--- config.mk ---
export PLATFORM = sky130hd
export DESIGN_NAME = dmae_top
export DESIGN_NICKNAME = d
export VERILOG_FILES = /design/src/logic/dmae_pkg.sv /design/src/logic/dmae_if.sv /design/src/logic/dmae_chan_mem.sv /design/src/logic/dmae_phase_tmr.sv /design/src/logic/dmae_top.sv
export SDC_FILE = /design/constraint.sdc
export NUM_CORES = 2
export LEC_CHECK = 0
export ABC_AREA = 1
export BUFFER_PORTS_ARGS = -buffer_cell sky130_fd_sc_hd__buf_2
export CAP_MARGIN = 15
export CORE_MARGIN = 8
export CORE_UTILIZATION = 30
export CTS_BUF_LIST = sky130_fd_sc_hd__clkbuf_4 sky130_fd_sc_hd__clkbuf_8 sky130_fd_sc_hd__clkbuf_16
export DETAILED_ROUTE_END_ITERATION = 12
export PLACE_DENSITY = 0.51
export SYNTH_ARGS = -nofsm -noshare
export SYNTH_HDL_FRONTEND = slang
export SYNTH_SLANG_ARGS = --single-unit
--- constraint.sdc ---
create_clock -name mclk_i -period 15.3 [get_ports mclk_i]
set_clock_uncertainty 0.15 [all_clocks]
set_input_delay 1.53 -clock mclk_i [delete_from_list [all_inputs] [get_ports mclk_i]]
set_output_delay 1.53 -clock mclk_i [all_outputs]
set_load 0.05 [all_outputs]
--- src/logic/dmae_pkg.sv ---
`default_nettype none
package dmae_pkg;
   // Channels and trigger sources
   localparam int NCH  = 4;
   localparam int NSRC = 42;
   localparam logic [7:0] CODE_FIRST = 8'h0a;
   localparam logic [7:0] CODE_LAST  = 8'h33;
   localparam logic [7:0] CODE_RST   = 8'h00;
   // Register offsets
   localparam logic [7:0] A_CODE0 = 8'h40;
   localparam logic [7:0] A_MODE0 = 8'h50;
   localparam logic [7:0] A_SWREQ = 8'h60;
   localparam logic [7:0] A_BURST = 8'h64;
   localparam logic [7:0] A_STAT  = 8'h68;
   // Per-channel words in channel memory
   localparam logic [1:0] F_SRC = 2'h0;
   localparam logic [1:0] F_DST = 2'h1;
   localparam logic [1:0] F_CNT = 2'h2;
   localparam logic [1:0] F_NONE = 2'h3;
   // Mode field [4:2] and transfer size field [1:0]
   localparam logic [2:0] MODE_DINC = 3'h0;
   localparam logic [2:0] MODE_DDEC = 3'h1;
   localparam logic [2:0] MODE_SINC = 3'h2;
   localparam logic [2:0] MODE_SDEC = 3'h3;
   localparam logic [2:0] MODE_FIX  = 3'h4;
   localparam logic [2:0] MODE_CNT  = 3'h5;
   localparam logic [1:0] SZ_BYTE = 2'h0;
   localparam logic [1:0] SZ_WORD = 2'h1;
   localparam logic [1:0] SZ_QUAD = 2'h2;
   localparam logic [4:0] MODE_RST = 5'h00;
   // Interrupt levels and vectors
   localparam logic [2:0]  REQ_LEVEL = 3'h6;
   localparam logic [2:0]  MASK_ALL  = 3'h7;
   localparam logic [15:0] VEC_DONE0 = 16'h00d0;
   // Cycle phase lengths, in states
   localparam logic [2:0] FETCH_ST   = 3'h3;
   localparam logic [2:0] READ_ST    = 3'h2;
   localparam logic [2:0] DUMMY_ST   = 3'h1;
   localparam logic [2:0] WRITE_ST   = 3'h2;
   localparam logic [2:0] NARROW_EXT = 3'h2;
   typedef enum logic [3:0] {
      S_IDLE = 4'h0, S_RDS = 4'h1, S_RDD = 4'h3, S_RDC = 4'h2,
      S_FETCH = 4'h6, S_READ = 4'h7, S_DUMMY = 4'h5, S_WRITE = 4'h4,
      S_WBS = 4'hc, S_WBD = 4'hd, S_WBC = 4'hf
   } dmae_state_t;
endpackage
`default_nettype wire

--- src/logic/dmae_if.sv ---
`timescale 1ns/1ps
`default_nettype none
interface dmae_mem_if;
   logic        we;
   logic [3:0]  waddr;
   logic [31:0] wdata;
   logic [3:0]  raddr;
   logic [31:0] rdata;
   modport mem (input we, waddr, wdata, raddr, output rdata);
   modport eng (output we, waddr, wdata, raddr, input rdata);
endinterface
interface dmae_tmr_if;
   logic       load;
   logic [2:0] len;
   logic       done;
   modport tmr (input load, len, output done);
   modport eng (output load, len, input done);
endinterface
`default_nettype wire

--- src/logic/dmae_chan_mem.sv ---
`timescale 1ns/1ps
`default_nettype none
module dmae_chan_mem (
   input wire logic mclk_i,
   dmae_mem_if.mem  m
);
   logic [31:0] mem_r [16];
   logic [31:0] q_r;
   always_ff @(posedge mclk_i) begin
      if (m.we) begin
         mem_r[m.waddr] <= m.wdata;
      end
      q_r <= mem_r[m.raddr];
   end
   assign m.rdata = q_r;
endmodule // dmae_chan_mem
`default_nettype wire

--- src/logic/dmae_phase_tmr.sv ---
`timescale 1ns/1ps
`default_nettype none
module dmae_phase_tmr (
   input wire logic mclk_i,
   input wire logic rst_i,
   dmae_tmr_if.tmr  t
);
   logic [2:0] cnt_r;
   logic       run_r;
   // Done marks a phase's last cycle
   assign t.done = run_r && (cnt_r == 3'h1);
   always_ff @(posedge mclk_i or posedge rst_i) begin
      if (rst_i) begin
         cnt_r <= 3'h0;
         run_r <= 1'b0;
      end else if (t.load) begin
         cnt_r <= t.len;
         run_r <= 1'b1;
      end else if (run_r) begin
         cnt_r <= cnt_r - 3'h1;
         if (cnt_r == 3'h1) begin
            run_r <= 1'b0;
         end
      end
   end
endmodule // dmae_phase_tmr
`default_nettype wire

--- src/logic/dmae_top.sv ---
// What this block does
// (RULE1) Present channel request at level six
// (RULE2) Four channels, each armed by own code
// (RULE3) No service while mask level is seven
// (RULE4) Hold requests pending during halt standby
// (RULE5) Acceptance clears the source's pending flip-flop
// (RULE6) Move one 1/2/4-byte unit, decrement counter
// (RULE7) Counter zero: end interrupt, clear start code
// (RULE8) Nonzero without burst: finish, no end interrupt
// (RULE9) Cleared code: source acts as ordinary interrupt
// (RULE10) Software sets trigger-only sources to level zero
// (RULE11) End interrupts prioritised like other sources
// (RULE12) Lowest channel number served first
// (RULE13) Only low 24 address bits drive bus
// (RULE14) Addresses increment, decrement or stay per mode
// (RULE15) 16-bit counter; zero gives 65536 transfers
// (RULE16) 42 interrupt sources plus software start
// (RULE17) Trigger on matching start code
// (RULE18) End vectors 00d0 to 00dc per channel
// (RULE19) Fetch, read, dummy, write state sequence
// (RULE20) Narrow or odd area adds two states
// (RULE21) Burst repeats until counter reaches zero
// (RULE22) Software request bit starts once, cleared after
// (RULE23) Size field: byte, word, four bytes
// (RULE24) Ignored requests stay pending in source
//
// The plain strobed port and the register addresses were decided locally.
`timescale 1ns/1ps
`default_nettype none
module dmae_top (
   // Clock and reset
   input  wire logic                      mclk_i,
   input  wire logic                      rst_i,
   // Register port
   input  wire logic [7:0]                reg_addr_i,
   input  wire logic [31:0]               reg_wdata_i,
   input  wire logic                      reg_wr_i,
   input  wire logic                      reg_rd_i,
   output logic      [31:0]               reg_rdata_o,
   // Interrupt controller and CPU
   input  wire logic [dmae_pkg::NSRC-1:0] src_pend_i,
   output logic      [dmae_pkg::NSRC-1:0] src_clr_o,
   output logic      [dmae_pkg::NSRC-1:0] src_claim_o,
   input  wire logic [2:0]                interrupt_mask_level_i,
   input  wire logic                      standby_i,
   output logic                           dma_req_o,
   output logic      [2:0]                dma_req_level_o,
   output logic      [dmae_pkg::NCH-1:0]  chan_done_irq_o,
   output logic      [15:0]               done_vec_o,
   // System bus
   input  wire logic                      queue_ge3_i,
   input  wire logic                      src_bus8_i,
   input  wire logic                      dst_bus8_i,
   input  wire logic [31:0]               mem_rdata_i,
   output logic                           fetch_o,
   output logic                           mem_rd_o,
   output logic                           mem_wr_o,
   output logic      [23:0]               mem_addr_o,
   output logic      [31:0]               mem_wdata_o,
   output logic      [1:0]                mem_size_o
);
   import dmae_pkg::*;

   dmae_mem_if mif ();
   dmae_tmr_if tif ();

   dmae_chan_mem u_mem (
      .mclk_i (mclk_i),
      .m      (mif.mem)
   );

   dmae_phase_tmr u_tmr (
      .mclk_i (mclk_i),
      .rst_i  (rst_i),
      .t      (tif.tmr)
   );

   logic [7:0]      code_r [NCH];
   logic [4:0]      mode_r [NCH];
   logic [3:0]      swreq_r;
   logic [3:0]      burst_r;
   dmae_state_t     state_r;
   dmae_state_t     state_nxt;
   logic [1:0]      ch_r;
   logic            svc_sw_r;
   logic [31:0]     src_r;
   logic [31:0]     dst_r;
   logic [15:0]     cnt_r;
   logic [1:0]      tag_r;
   logic            tag_v_r;
   logic [31:0]     loc_rdata_r;
   logic            sel_mem_r;
   logic [3:0]      hw_hit;
   logic [3:0]      chan_pend;
   logic [1:0]      pick;
   logic [5:0]      pick_idx;
   logic [5:0]      src_idx [NCH];
   logic            can_take;
   logic            sw_acc;
   logic            step_ev;
   logic            fin_ev;
   logic            rd_issue;
   logic [1:0]      rd_field;
   logic [NSRC-1:0] claim;
   logic [2:0]      cur_mode;
   logic [1:0]      cur_size;
   logic [31:0]     step;

   assign sw_acc   = reg_rd_i | reg_wr_i;
   assign cur_mode = mode_r[ch_r][4:2];
   assign cur_size = (mode_r[ch_r][1:0] == 2'h3) ? SZ_BYTE : mode_r[ch_r][1:0]; // [RULE23]
   assign step     = (cur_size == SZ_QUAD) ? 32'h4 :
                     (cur_size == SZ_WORD) ? 32'h2 : 32'h1; // [RULE23]

   // Request matching and channel choice
   always_comb begin
      hw_hit    = 4'h0;
      claim     = '0;
      pick      = 2'h0;
      chan_pend = 4'h0;
      for (int n = 0; n < NCH; n++) begin
         src_idx[n] = 6'(code_r[n] - CODE_FIRST);
         if (code_r[n] >= CODE_FIRST && code_r[n] <= CODE_LAST) begin // [RULE16]
            hw_hit[n]         = src_pend_i[src_idx[n]]; // [RULE17]
            claim[src_idx[n]] = 1'b1; // [RULE9]
         end
         chan_pend[n] = hw_hit[n] | swreq_r[n]; // [RULE2] [RULE22]
      end
      for (int n = NCH - 1; n >= 0; n--) begin
         if (chan_pend[n]) begin
            pick = 2'(n); // [RULE12]
         end
      end
      pick_idx = src_idx[pick];
   end

   // Masked requests stay pending
   assign can_take = (state_r == S_IDLE) && (|chan_pend) && !standby_i &&     // [RULE4] [RULE24]
                     (interrupt_mask_level_i != MASK_ALL); // [RULE3]

   // Sequencer
   always_comb begin
      state_nxt = state_r;
      tif.load  = 1'b0;
      tif.len   = 3'h0;
      rd_issue  = 1'b0;
      rd_field  = F_SRC;
      mif.we    = 1'b0;
      mif.waddr = {ch_r, F_SRC};
      mif.wdata = src_r;
      case (state_r)
         S_IDLE: begin
            if (can_take) begin
               state_nxt = S_RDS;
            end
         end
         S_RDS, S_RDD, S_RDC: begin
            if (!sw_acc) begin
               rd_issue = 1'b1;
               if (state_r == S_RDS) begin
                  rd_field  = F_SRC;
                  state_nxt = S_RDD;
               end else if (state_r == S_RDD) begin
                  rd_field  = F_DST;
                  state_nxt = S_RDC;
               end else begin
                  rd_field  = F_CNT;
                  state_nxt = S_FETCH;
                  tif.load  = 1'b1;
                  tif.len   = FETCH_ST; // [RULE19]
               end
            end
         end
         S_FETCH: begin
            if (tif.done) begin
               if (cur_mode == MODE_CNT) begin
                  state_nxt = S_WBS;
               end else begin
                  state_nxt = S_READ;
                  tif.load  = 1'b1;
                  tif.len   = (src_bus8_i || src_r[0]) ? READ_ST + NARROW_EXT : READ_ST; // [RULE20]
               end
            end
         end
         S_READ: begin
            if (tif.done) begin
               state_nxt = S_DUMMY;
               tif.load  = 1'b1;
               tif.len   = DUMMY_ST; // [RULE19]
            end
         end
         S_DUMMY: begin
            if (tif.done) begin
               state_nxt = S_WRITE;
               tif.load  = 1'b1;
               tif.len   = (dst_bus8_i || dst_r[0]) ? WRITE_ST + NARROW_EXT : WRITE_ST; // [RULE20]
            end
         end
         S_WRITE: begin
            if (tif.done) begin
               if (burst_r[ch_r] && cnt_r != 16'h1) begin // [RULE21]
                  state_nxt = S_FETCH;
                  tif.load  = 1'b1;
                  tif.len   = FETCH_ST;
               end else begin
                  state_nxt = S_WBS; // [RULE8]
               end
            end
         end
         S_WBS, S_WBD, S_WBC: begin
            if (!sw_acc) begin
               mif.we = 1'b1;
               if (state_r == S_WBS) begin
                  state_nxt = S_WBD;
               end else if (state_r == S_WBD) begin
                  mif.waddr = {ch_r, F_DST};
                  mif.wdata = dst_r;
                  state_nxt = S_WBC;
               end else begin
                  mif.waddr = {ch_r, F_CNT};
                  mif.wdata = {16'h0, cnt_r};
                  state_nxt = S_IDLE;
               end
            end
         end
         default: begin
            state_nxt = S_IDLE;
         end
      endcase
      if (reg_wr_i && reg_addr_i < A_CODE0) begin
         mif.we    = 1'b1;
         mif.waddr = reg_addr_i[5:2];
         mif.wdata = reg_wdata_i;
      end
   end

   assign mif.raddr = rd_issue ? {ch_r, rd_field} : reg_addr_i[5:2];
   assign step_ev   = tif.done && ((state_r == S_WRITE) ||
                      (state_r == S_FETCH && cur_mode == MODE_CNT));
   assign fin_ev    = (state_r == S_WBC) && !sw_acc;

   always_ff @(posedge mclk_i or posedge rst_i) begin
      if (rst_i) begin
         state_r <= S_IDLE;
      end else begin
         state_r <= state_nxt;
      end
   end

   // Acceptance of a channel request
   always_ff @(posedge mclk_i or posedge rst_i) begin
      if (rst_i) begin
         ch_r      <= 2'h0;
         svc_sw_r  <= 1'b0;
         src_clr_o <= '0;
      end else begin
         src_clr_o <= '0;
         if (can_take) begin
            ch_r     <= pick; // [RULE12]
            svc_sw_r <= !hw_hit[pick];
            if (hw_hit[pick]) begin
               src_clr_o[pick_idx] <= 1'b1; // [RULE5]
            end
         end
      end
   end

   // Working copies of the channel words
   always_ff @(posedge mclk_i or posedge rst_i) begin
      if (rst_i) begin
         tag_r   <= F_NONE;
         tag_v_r <= 1'b0;
         src_r   <= 32'h0;
         dst_r   <= 32'h0;
         cnt_r   <= 16'h0;
      end else begin
         tag_v_r <= rd_issue;
         tag_r   <= rd_field;
         if (tag_v_r) begin
            case (tag_r)
               F_SRC:   src_r <= mif.rdata;
               F_DST:   dst_r <= mif.rdata;
               F_CNT:   cnt_r <= mif.rdata[15:0];
               default: ;
            endcase
         end else if (step_ev) begin
            cnt_r <= cnt_r - 16'h1; // [RULE6] [RULE15]
            case (cur_mode) // [RULE14]
               MODE_DINC: dst_r <= dst_r + step;
               MODE_DDEC: dst_r <= dst_r - step;
               MODE_SINC: src_r <= src_r + step;
               MODE_SDEC: src_r <= src_r - step;
               MODE_CNT:  src_r <= src_r + 32'h1;
               default:   ;
            endcase
         end
      end
   end

   // Software-visible control registers
   always_ff @(posedge mclk_i or posedge rst_i) begin
      if (rst_i) begin
         for (int n = 0; n < NCH; n++) begin
            code_r[n] <= CODE_RST;
            mode_r[n] <= MODE_RST;
         end
         swreq_r <= 4'h0;
         burst_r <= 4'h0;
      end else begin
         for (int n = 0; n < NCH; n++) begin
            if (reg_wr_i && reg_addr_i == A_CODE0 + 8'(4 * n)) begin
               code_r[n] <= reg_wdata_i[7:0];
            end else if (fin_ev && ch_r == 2'(n) && cnt_r == 16'h0) begin
               code_r[n] <= CODE_RST; // [RULE7]
            end
            if (reg_wr_i && reg_addr_i == A_MODE0 + 8'(4 * n)) begin
               mode_r[n] <= reg_wdata_i[4:0];
            end
         end
         // The completion clear of a software start also drops a fresh start of that channel
         if (reg_wr_i && reg_addr_i == A_SWREQ) begin
            swreq_r <= swreq_r | reg_wdata_i[3:0]; // [RULE22]
         end else if (fin_ev && svc_sw_r) begin
            swreq_r[ch_r] <= 1'b0; // [RULE22]
         end
         if (reg_wr_i && reg_addr_i == A_BURST) begin
            burst_r <= reg_wdata_i[3:0];
         end
      end
   end

   // Completion toward the interrupt controller
   always_ff @(posedge mclk_i or posedge rst_i) begin
      if (rst_i) begin
         chan_done_irq_o <= 4'h0;
         done_vec_o      <= VEC_DONE0;
      end else begin
         chan_done_irq_o <= 4'h0;
         if (fin_ev && cnt_r == 16'h0) begin // [RULE7] [RULE8]
            chan_done_irq_o[ch_r] <= 1'b1; // [RULE11]
            done_vec_o            <= VEC_DONE0 + {12'h0, ch_r, 2'h0}; // [RULE18]
         end
      end
   end

   // Request presentation and source ownership
   always_ff @(posedge mclk_i or posedge rst_i) begin
      if (rst_i) begin
         dma_req_o       <= 1'b0;
         dma_req_level_o <= REQ_LEVEL;
         src_claim_o     <= '0;
      end else begin
         dma_req_o       <= (|chan_pend) && (interrupt_mask_level_i != MASK_ALL); // [RULE1] [RULE3]
         dma_req_level_o <= REQ_LEVEL; // [RULE1]
         src_claim_o     <= claim; // [RULE9]
      end
   end

   // Bus cycle outputs
   always_ff @(posedge mclk_i or posedge rst_i) begin
      if (rst_i) begin
         fetch_o     <= 1'b0;
         mem_rd_o    <= 1'b0;
         mem_wr_o    <= 1'b0;
         mem_addr_o  <= 24'h0;
         mem_wdata_o <= 32'h0;
         mem_size_o  <= SZ_BYTE;
      end else begin
         fetch_o  <= (state_nxt == S_FETCH) && !queue_ge3_i; // [RULE19]
         mem_rd_o <= (state_nxt == S_READ); // [RULE6]
         mem_wr_o <= (state_nxt == S_WRITE); // [RULE6]
         mem_size_o <= cur_size;
         // Address holds through the dummy state
         if (state_nxt == S_READ) begin
            mem_addr_o <= src_r[23:0]; // [RULE13]
         end else if (state_nxt == S_WRITE) begin
            mem_addr_o <= dst_r[23:0]; // [RULE13]
         end
         if (state_r == S_READ && tif.done) begin
            mem_wdata_o <= mem_rdata_i;
         end
      end
   end

   // Register reads
   always_ff @(posedge mclk_i or posedge rst_i) begin
      if (rst_i) begin
         loc_rdata_r <= 32'h0;
         sel_mem_r   <= 1'b0;
      end else begin
         sel_mem_r   <= reg_rd_i && reg_addr_i < A_CODE0 && reg_addr_i[3:2] != F_NONE;
         loc_rdata_r <= 32'h0;
         if (reg_rd_i) begin
            for (int n = 0; n < NCH; n++) begin
               if (reg_addr_i == A_CODE0 + 8'(4 * n)) begin
                  loc_rdata_r <= {24'h0, code_r[n]};
               end
               if (reg_addr_i == A_MODE0 + 8'(4 * n)) begin
                  loc_rdata_r <= {27'h0, mode_r[n]};
               end
            end
            if (reg_addr_i == A_SWREQ) begin
               loc_rdata_r <= {28'h0, swreq_r};
            end
            if (reg_addr_i == A_BURST) begin
               loc_rdata_r <= {28'h0, burst_r};
            end
            if (reg_addr_i == A_STAT) begin
               loc_rdata_r <= {28'h0, svc_sw_r, ch_r, state_r != S_IDLE};
            end
         end
      end
   end

   assign reg_rdata_o = sel_mem_r ? mif.rdata : loc_rdata_r;
endmodule // dmae_top
`default_nettype wire

Word level (Yosys, flattened, before mapping)
Memory sizes are Yosys's and may differ from the RTL's. A register that Yosys moved wholly into a read port is not among the register bits.
Index checks and enable logic that the tools add are counted.
W data, S select, Z words.
{ "op_classes": {"n_addsub": 12, "n_lt_le_gt_ge": 24, "n_eq_ne": 43, "n_mux": 145, "bitwise": 13, "reduce_logical": 74} }
{ "op_table": {"columns": ["cell", "n"], "rows": [
  ["$mux W32", 23],
  ["$mux W42", 6],
  ["$or A42 B42 Y42", 3],
  ["$pmux W32 S3", 1],
  ["$eq A8 B7 Y1 const B", 11],
  ["$mux W8", 9],
  ["$add A32 B3 Y32", 2],
  ["$mux W4", 16],
  ["$pmux W32 S2", 1],
  ["$sub A32 B3 Y32", 2],
  ["$mux W16", 3],
  ["$mux W24", 2],
  ["$logic_and A1 B1 Y1", 44],
  ["$mux W2", 19],
  ["$lt A6 B7 Y1 const B", 5],
  ["$mux W1", 34],
  ["$add A32 B1 Y32 const B", 1],
  ["$ge A8 B4 Y1 const B", 4],
  ["$le A8 B6 Y1 const B", 4],
  ["$demux W1 S6", 5],
  ["$ge A6 B1 Y1 const B", 5],
  ["$mux W3", 10],
  ["$eq A4 B3 Y1 const B", 7],
  ["$pmux W4 S7", 1],
  ["other kinds (48)", 93]
]} }
{ "totals": {"register_bits": 353, "ramBits": 512, "inputBits": 125, "output_inout_bits": 201, "n_memories": 1} }
{ "memory_table": {"columns": ["name", "words", "word_bits", "rd", "rd_ports_with_merged_regs", "write_ports", "line", "source"], "rows": [
  ["u_mem.mem_r", 16, 32, 1, 1, 1, "dmae_chan_mem.sv:7", "logic [31:0] mem_r [16];"]
]} }

Logic depth before layout (Yosys ltp)
{ "logic_depth": {"ltp_word": 19, "depth_mapped": 26, "ltp_nobuf": 25} }

Cells and area by module
Synthesis repeated with hierarchy kept, for this count alone.
{ "hier_totals": {"hier_cells": 5284, "hier_area_um2": 44571.5} }
{ "by_module_without_submodules": {"columns": ["module", "instances", "cells_per_inst", "area_each_um2", "seq_area_each_um2"], "rows": [
  ["dmae_chan_mem", 1, 2120, 22744.3, 16015.4],
  ["dmae_top", 1, 3130, 21589.5, 7785.0],
  ["dmae_phase_tmr", 1, 34, 237.7, 100.1]
]} }

Least setup slack after synthesis
OpenSTA, ideal clock, no wires.
{ "synth_timing": {"kind": "input-to-reg", "from": "in reg_wr_i", "to": "mem u_mem.mem_r[12][0], enable pin", "setup_time_ns": 0.468, "arrival_time_ns": 4.708, "slack_ns": 9.974, "cell_stages": 7, "n_path_buf": 1, "path_cell_list": "nor2_1 > clkbuf_1 > nand2_1 > o21ai_0 > inv_1 > nand2_1 > nor3b_1"} }
{ "synth_between": {"elab_chain_len": 6, "word_cells_on_any_way": 10, "cone_classes": "mux (8); bitwise (1); reduce/logical (1)"} }
{ "synth_rtl": {"columns": ["item", "line", "source"], "rows": [
  ["start, declared", "dmae_top.sv:37", "input wire logic reg_wr_i,"],
  ["$or A1 B1 Y1", "dmae_top.sv:109", "assign sw_acc = reg_rd_i | reg_wr_i;"],
  ["$mux W1", "dmae_top.sv:211", "if (!sw_acc) begin"],
  ["$mux W1", "dmae_top.sv:151", "case (state_r)"],
  ["$mux W1", "dmae_top.sv:230", "if (reg_wr_i && reg_addr_i < A_CODE0) begin"],
  ["$mux W1", "dmae_chan_mem.sv:10", "if (m.we) begin"],
  ["$mux W1 (not written as such)", "dmae_chan_mem.sv:11", "mem_r[m.waddr] <= m.wdata;"],
  ["end, declared", "dmae_chan_mem.sv:7", null]
]} }
Several ways; a longest one is shown, not always the timed one.

Final worst setup path
{ "layout_timing": {"from": "in reg_wr_i", "to": "reg u_mem.q_r[27], in the netlist u_mem.m.rdata[27], read port of u_mem.mem_r"} }
{ "layout_between": {"elab_chain_len": 4, "word_cells_on_any_way": 6, "cone_classes": "mux (5); bitwise (1)"} }
{ "layout_rtl": {"columns": ["item", "line", "source"], "rows": [
  ["$or A1 B1 Y1", "dmae_top.sv:109", null],
  ["$mux W1", "dmae_top.sv:158", "if (!sw_acc) begin"],
  ["$mux W1", "dmae_top.sv:151", null],
  ["named net rd_issue", "dmae_top.sv:102", "logic rd_issue;"],
  ["$mux W4", "dmae_top.sv:237", "assign mif.raddr = rd_issue ? {ch_r, rd_field} : reg_addr_i[5:2];"],
  ["end, declared", "dmae_chan_mem.sv:8", "logic [31:0] q_r;"]
]} }
The timed path passes the listed nets, and every way through them passes these cells.
A chain may end at the register's enable or synchronous reset.

==> qor.csv <==
metric,value,unit
ys_async_sr_fraction,0.367,
yosys.cell_count.top_type,sky130_fd_sc_hd__nand2_1,
drive_gt1_frac,0.130,
worst-path-max-fanout,214,
report.final.setup_viol,0,
power_per_cell_area,140,mW/mm2
dieWidth,397,um
cp_slowest_stage_delay,0.88,ns
grt_antenna_before_repair,8,
critical_path_class,primary input to flop,
hpwl,104000,um
final_antenna_net_count,0,
cellLeakagePower,22.0,nW
worst_path_buffer_plus_inverter_count,7,
routed_wl,152000,um
vdd_ir_drop_max,97.0,uV
grt_usage,0.186,
ys.warnings.count,0,
grt_overflow_total,0,
worst_ep_required_time,15.74,ns
worstReg2RegStart,ch_r[1],
port-buffer-count,308,
synthesis.area_per_instance,9.02,um2
via_per_inst,5.08,
grt_first_pass_wirelength,225000,um
synth_ff_type,sky130_fd_sc_hd__edfxtp_1,
drc_errors,0,
netlist_instances,4828,
core_area,0.145,mm2
initial_core_utilization,0.301,
h-tree-depth,3,
synth-seq-area-share,0.549,
clock_tree.buffer_depth,3,
multi_input_combinational_cell_area,0.0163,mm2
detail_route.wl_per_cell,21.5,um
cp_data_arrival_time,6.03,ns
drv_cap,0,
syn-cell-area,0.0436,mm2
critical_path.startpoint_type,primary input,
timing.hold.worst.class,flop to flop,
synth_register_bits,859,
grt_setup_unrepaired,no,
synth_enable_flop_cells,512,
fp.dieArea,0.158,mm2
grt_pass1_vias,34177,
top_level_ports,326,
synth_cell_types,66,
outcome,"finished, final reports clean",
tritoncts.num_buffers,95,
final.fill_count,14810,
synthDominantCellAreaShare,0.353,
fin_setup_tns,0,ns
netlist_top_cells_area,"sky130_fd_sc_hd__edfxtp_1 35%, sky130_fd_sc_hd__dfrtp_1 18%, sky130_fd_sc_hd__nand2_1 9.4%",
layout.nets,5310,
path_cells,buf_2 -> nor2_1 -> buf_4 -> inv_1 -> nor2_1 -> inv_1 -> a21oi_4 -> buf_12 -> buf_4 -> buf_4 -> nand2_1 -> o211ai_1 -> nand2_1 -> o221ai_1 -> nand2_1,
placementRows,140,
library_cell_with_the_largest_summed_area_after_synthesis,sky130_fd_sc_hd__edfxtp_1,
via_count,36007,
end_kind,flop,
maximum_number_of_pins_on_one_net_before_global_route_repair,215,
clkSlewWorstSetupHoldPaths,0.06,ns
area_delta_synth_final,16.1,%
worst_skew_pair.late_latency,0.72,ns
achievable_frequency,179,MHz
min_period_over_period,0.365,
root_buffer,sky130_fd_sc_hd__clkbuf_16,
synth_common_cells,"1088 x sky130_fd_sc_hd__nand2_1, 651 x sky130_fd_sc_hd__inv_1, 512 x sky130_fd_sc_hd__edfxtp_1, 370 x sky130_fd_sc_hd__nand3_1, 346 x sky130_fd_sc_hd__nor2_1",
reg_area,0.0239,mm2
postCtsHoldBufs,0,
place.gp.congestion,0.920,
post_cts_buffers,0,
worst_setup_path_startpoint,reg_wr_i,
timing.slew.headroom,0.264,
tightest_slew,1.10,ns
tritoncts,yes,
first_pass_iters,6,
cts_resized,0,
clkSinkCount,859,
design_power_total,7.08,mW
worst_hold_startpoint,mem_wdata_o[21],
critical-path-slowest-cell,sky130_fd_sc_hd__buf_4,
first_iter_violations,3384,
dieHeight,397,um
final-hold-violation-count,0,
post-route-min-period,5.58,ns
slew_viol_final,0,
timing.critical_path.max_delay_family,buffers and inverters,
## metrics by stage
stage | instance area (um2) | instances | hold slack, ns | worst slack [ns] | utilization
finish | 50600 | 7092 | 0.315 | 9.72 | 0.349
global route | 50600 | 7092 | 0.332 | 9.29 | 0.349
CTS | 50500 | 7088 | 0.318 | 9.80 | 0.349
detailed placement | 47200 | 6912 | 0.303 | 9.03 | 0.326
global placement | 47200 | 6910 | 0.299 | 9.10 | 0.326
floorplan | 43600 | 4843 | 0.303 | 4.91 | -
## power by group
group / internal, mW / switching [mW] / leakage, nW
registers: 2.74 / 0.200 / 8.98
logic: 0.454 / 1.26 / 11.4
clock network: 1.41 / 1.01 / 1.63
## logic make-up (layout without fill, tap and decap cells)
logic type,after synthesis,after routing,synth area share
AOI/OAI and AO/OA,1000,1000,0.145
xor gates and xnor gates,28,28,0.00598
adders and majority gates,91,91,0.0265
buffers and inverters,891,1221,0.0820
DFF,859,859,0.549
muxes,9,9,0.00233
other,2,19,0.000172
and+or+nand+nor,1948,1948,0.189
## sequential cells by signal, summed over array words and instances (netlist names), 2 cells and up
name             flops
u_tmr.cnt_r          3
mem_addr_o          24
dst_r               32
src_r               32
mem_wdata_o         32
src_claim_o         42
state_r              4
chan_done_irq_o      4
burst_r              4
done_vec_o           2
code_r              32
loc_rdata_r          8
ch_r                 2
swreq_r              4
tag_r                2
u_mem.m.rdata       32
cnt_r               16
src_clr_o           42
mem_size_o           2
u_mem.mem_r        512
mode_r              20
## cell usage in the layout (no fill, tap or decap), types with 19 or more instances in the layout
cell / count
sky130_fd_sc_hd__o211ai_1: 247
sky130_fd_sc_hd__a21oi_1: 209
sky130_fd_sc_hd__nand4_1: 35
sky130_fd_sc_hd__clkbuf_4: 19
sky130_fd_sc_hd__dfxtp_1: 32
sky130_fd_sc_hd__o31ai_1: 30
sky130_fd_sc_hd__clkinv_1: 21
sky130_fd_sc_hd__ha_1: 89
sky130_fd_sc_hd__nor3_1: 28
sky130_fd_sc_hd__o21ai_0: 242
sky130_fd_sc_hd__a22oi_1: 27
sky130_fd_sc_hd__nor2_1: 331
sky130_fd_sc_hd__nand3_1: 370
sky130_fd_sc_hd__clkbuf_16: 95
sky130_fd_sc_hd__o22ai_1: 43
sky130_fd_sc_hd__inv_1: 647
sky130_fd_sc_hd__buf_4: 62
sky130_fd_sc_hd__dfrtp_1: 312
sky130_fd_sc_hd__edfxtp_1: 512
sky130_fd_sc_hd__a31oi_1: 69
sky130_fd_sc_hd__nand2_1: 1086
sky130_fd_sc_hd__buf_2: 308
sky130_fd_sc_hd__xor2_1: 20
sky130_fd_sc_hd__o221ai_1: 38
## layer usage
metal | vias to the layer above | GRT usage | wire, um
met5 | - | 0 | 16
met3 | 244 | 0.0250 | 9570
met1 | 17461 | 0.262 | 68700
met4 | 2 | 0.0624 | 4790
li1 | 17025 | - | -
met2 | 1275 | 0.294 | 69400
## path summary, 6_finish.rpt
check / to / slack (ns) / depth (start not counted)
worst min register to register: mem_wdata_o[21] / 0.32 / 2
worst max-delay path: u_mem.m.rdata[27] / 9.72 / 15
min in group asynchronous: mem_addr_o[5] / 0.81 / 2
worst max register to register: dst_r[27] / 9.85 / 26
worst min-delay path: mem_wdata_o[21] / 0.32 / 2
max in group asynchronous: mem_wdata_o[27] / 12.61 / 3
## tightest hold or removal path, cell delays in order (launching register included)
cell                      delay [ns]
sky130_fd_sc_hd__dfrtp_1        0.33
sky130_fd_sc_hd__nand2_1        0.05
sky130_fd_sc_hd__nand2_1        0.05
## cell type report
class / instances / area share
Inverter: 671 / 0.0502
Clock buffer: 118 / 0.0509
Sequential cell: 859 / 0.473
Multi-Input combinational cell: 3093 / 0.323
Timing Repair Buffer: 374 / 0.0412
Tap cell: 1917 / 0.0474
Clock inverter: 58 / 0.0146
Antenna cell: 2 / 0.0000990
No activity file was read; power rests on OpenSTA's default activity.
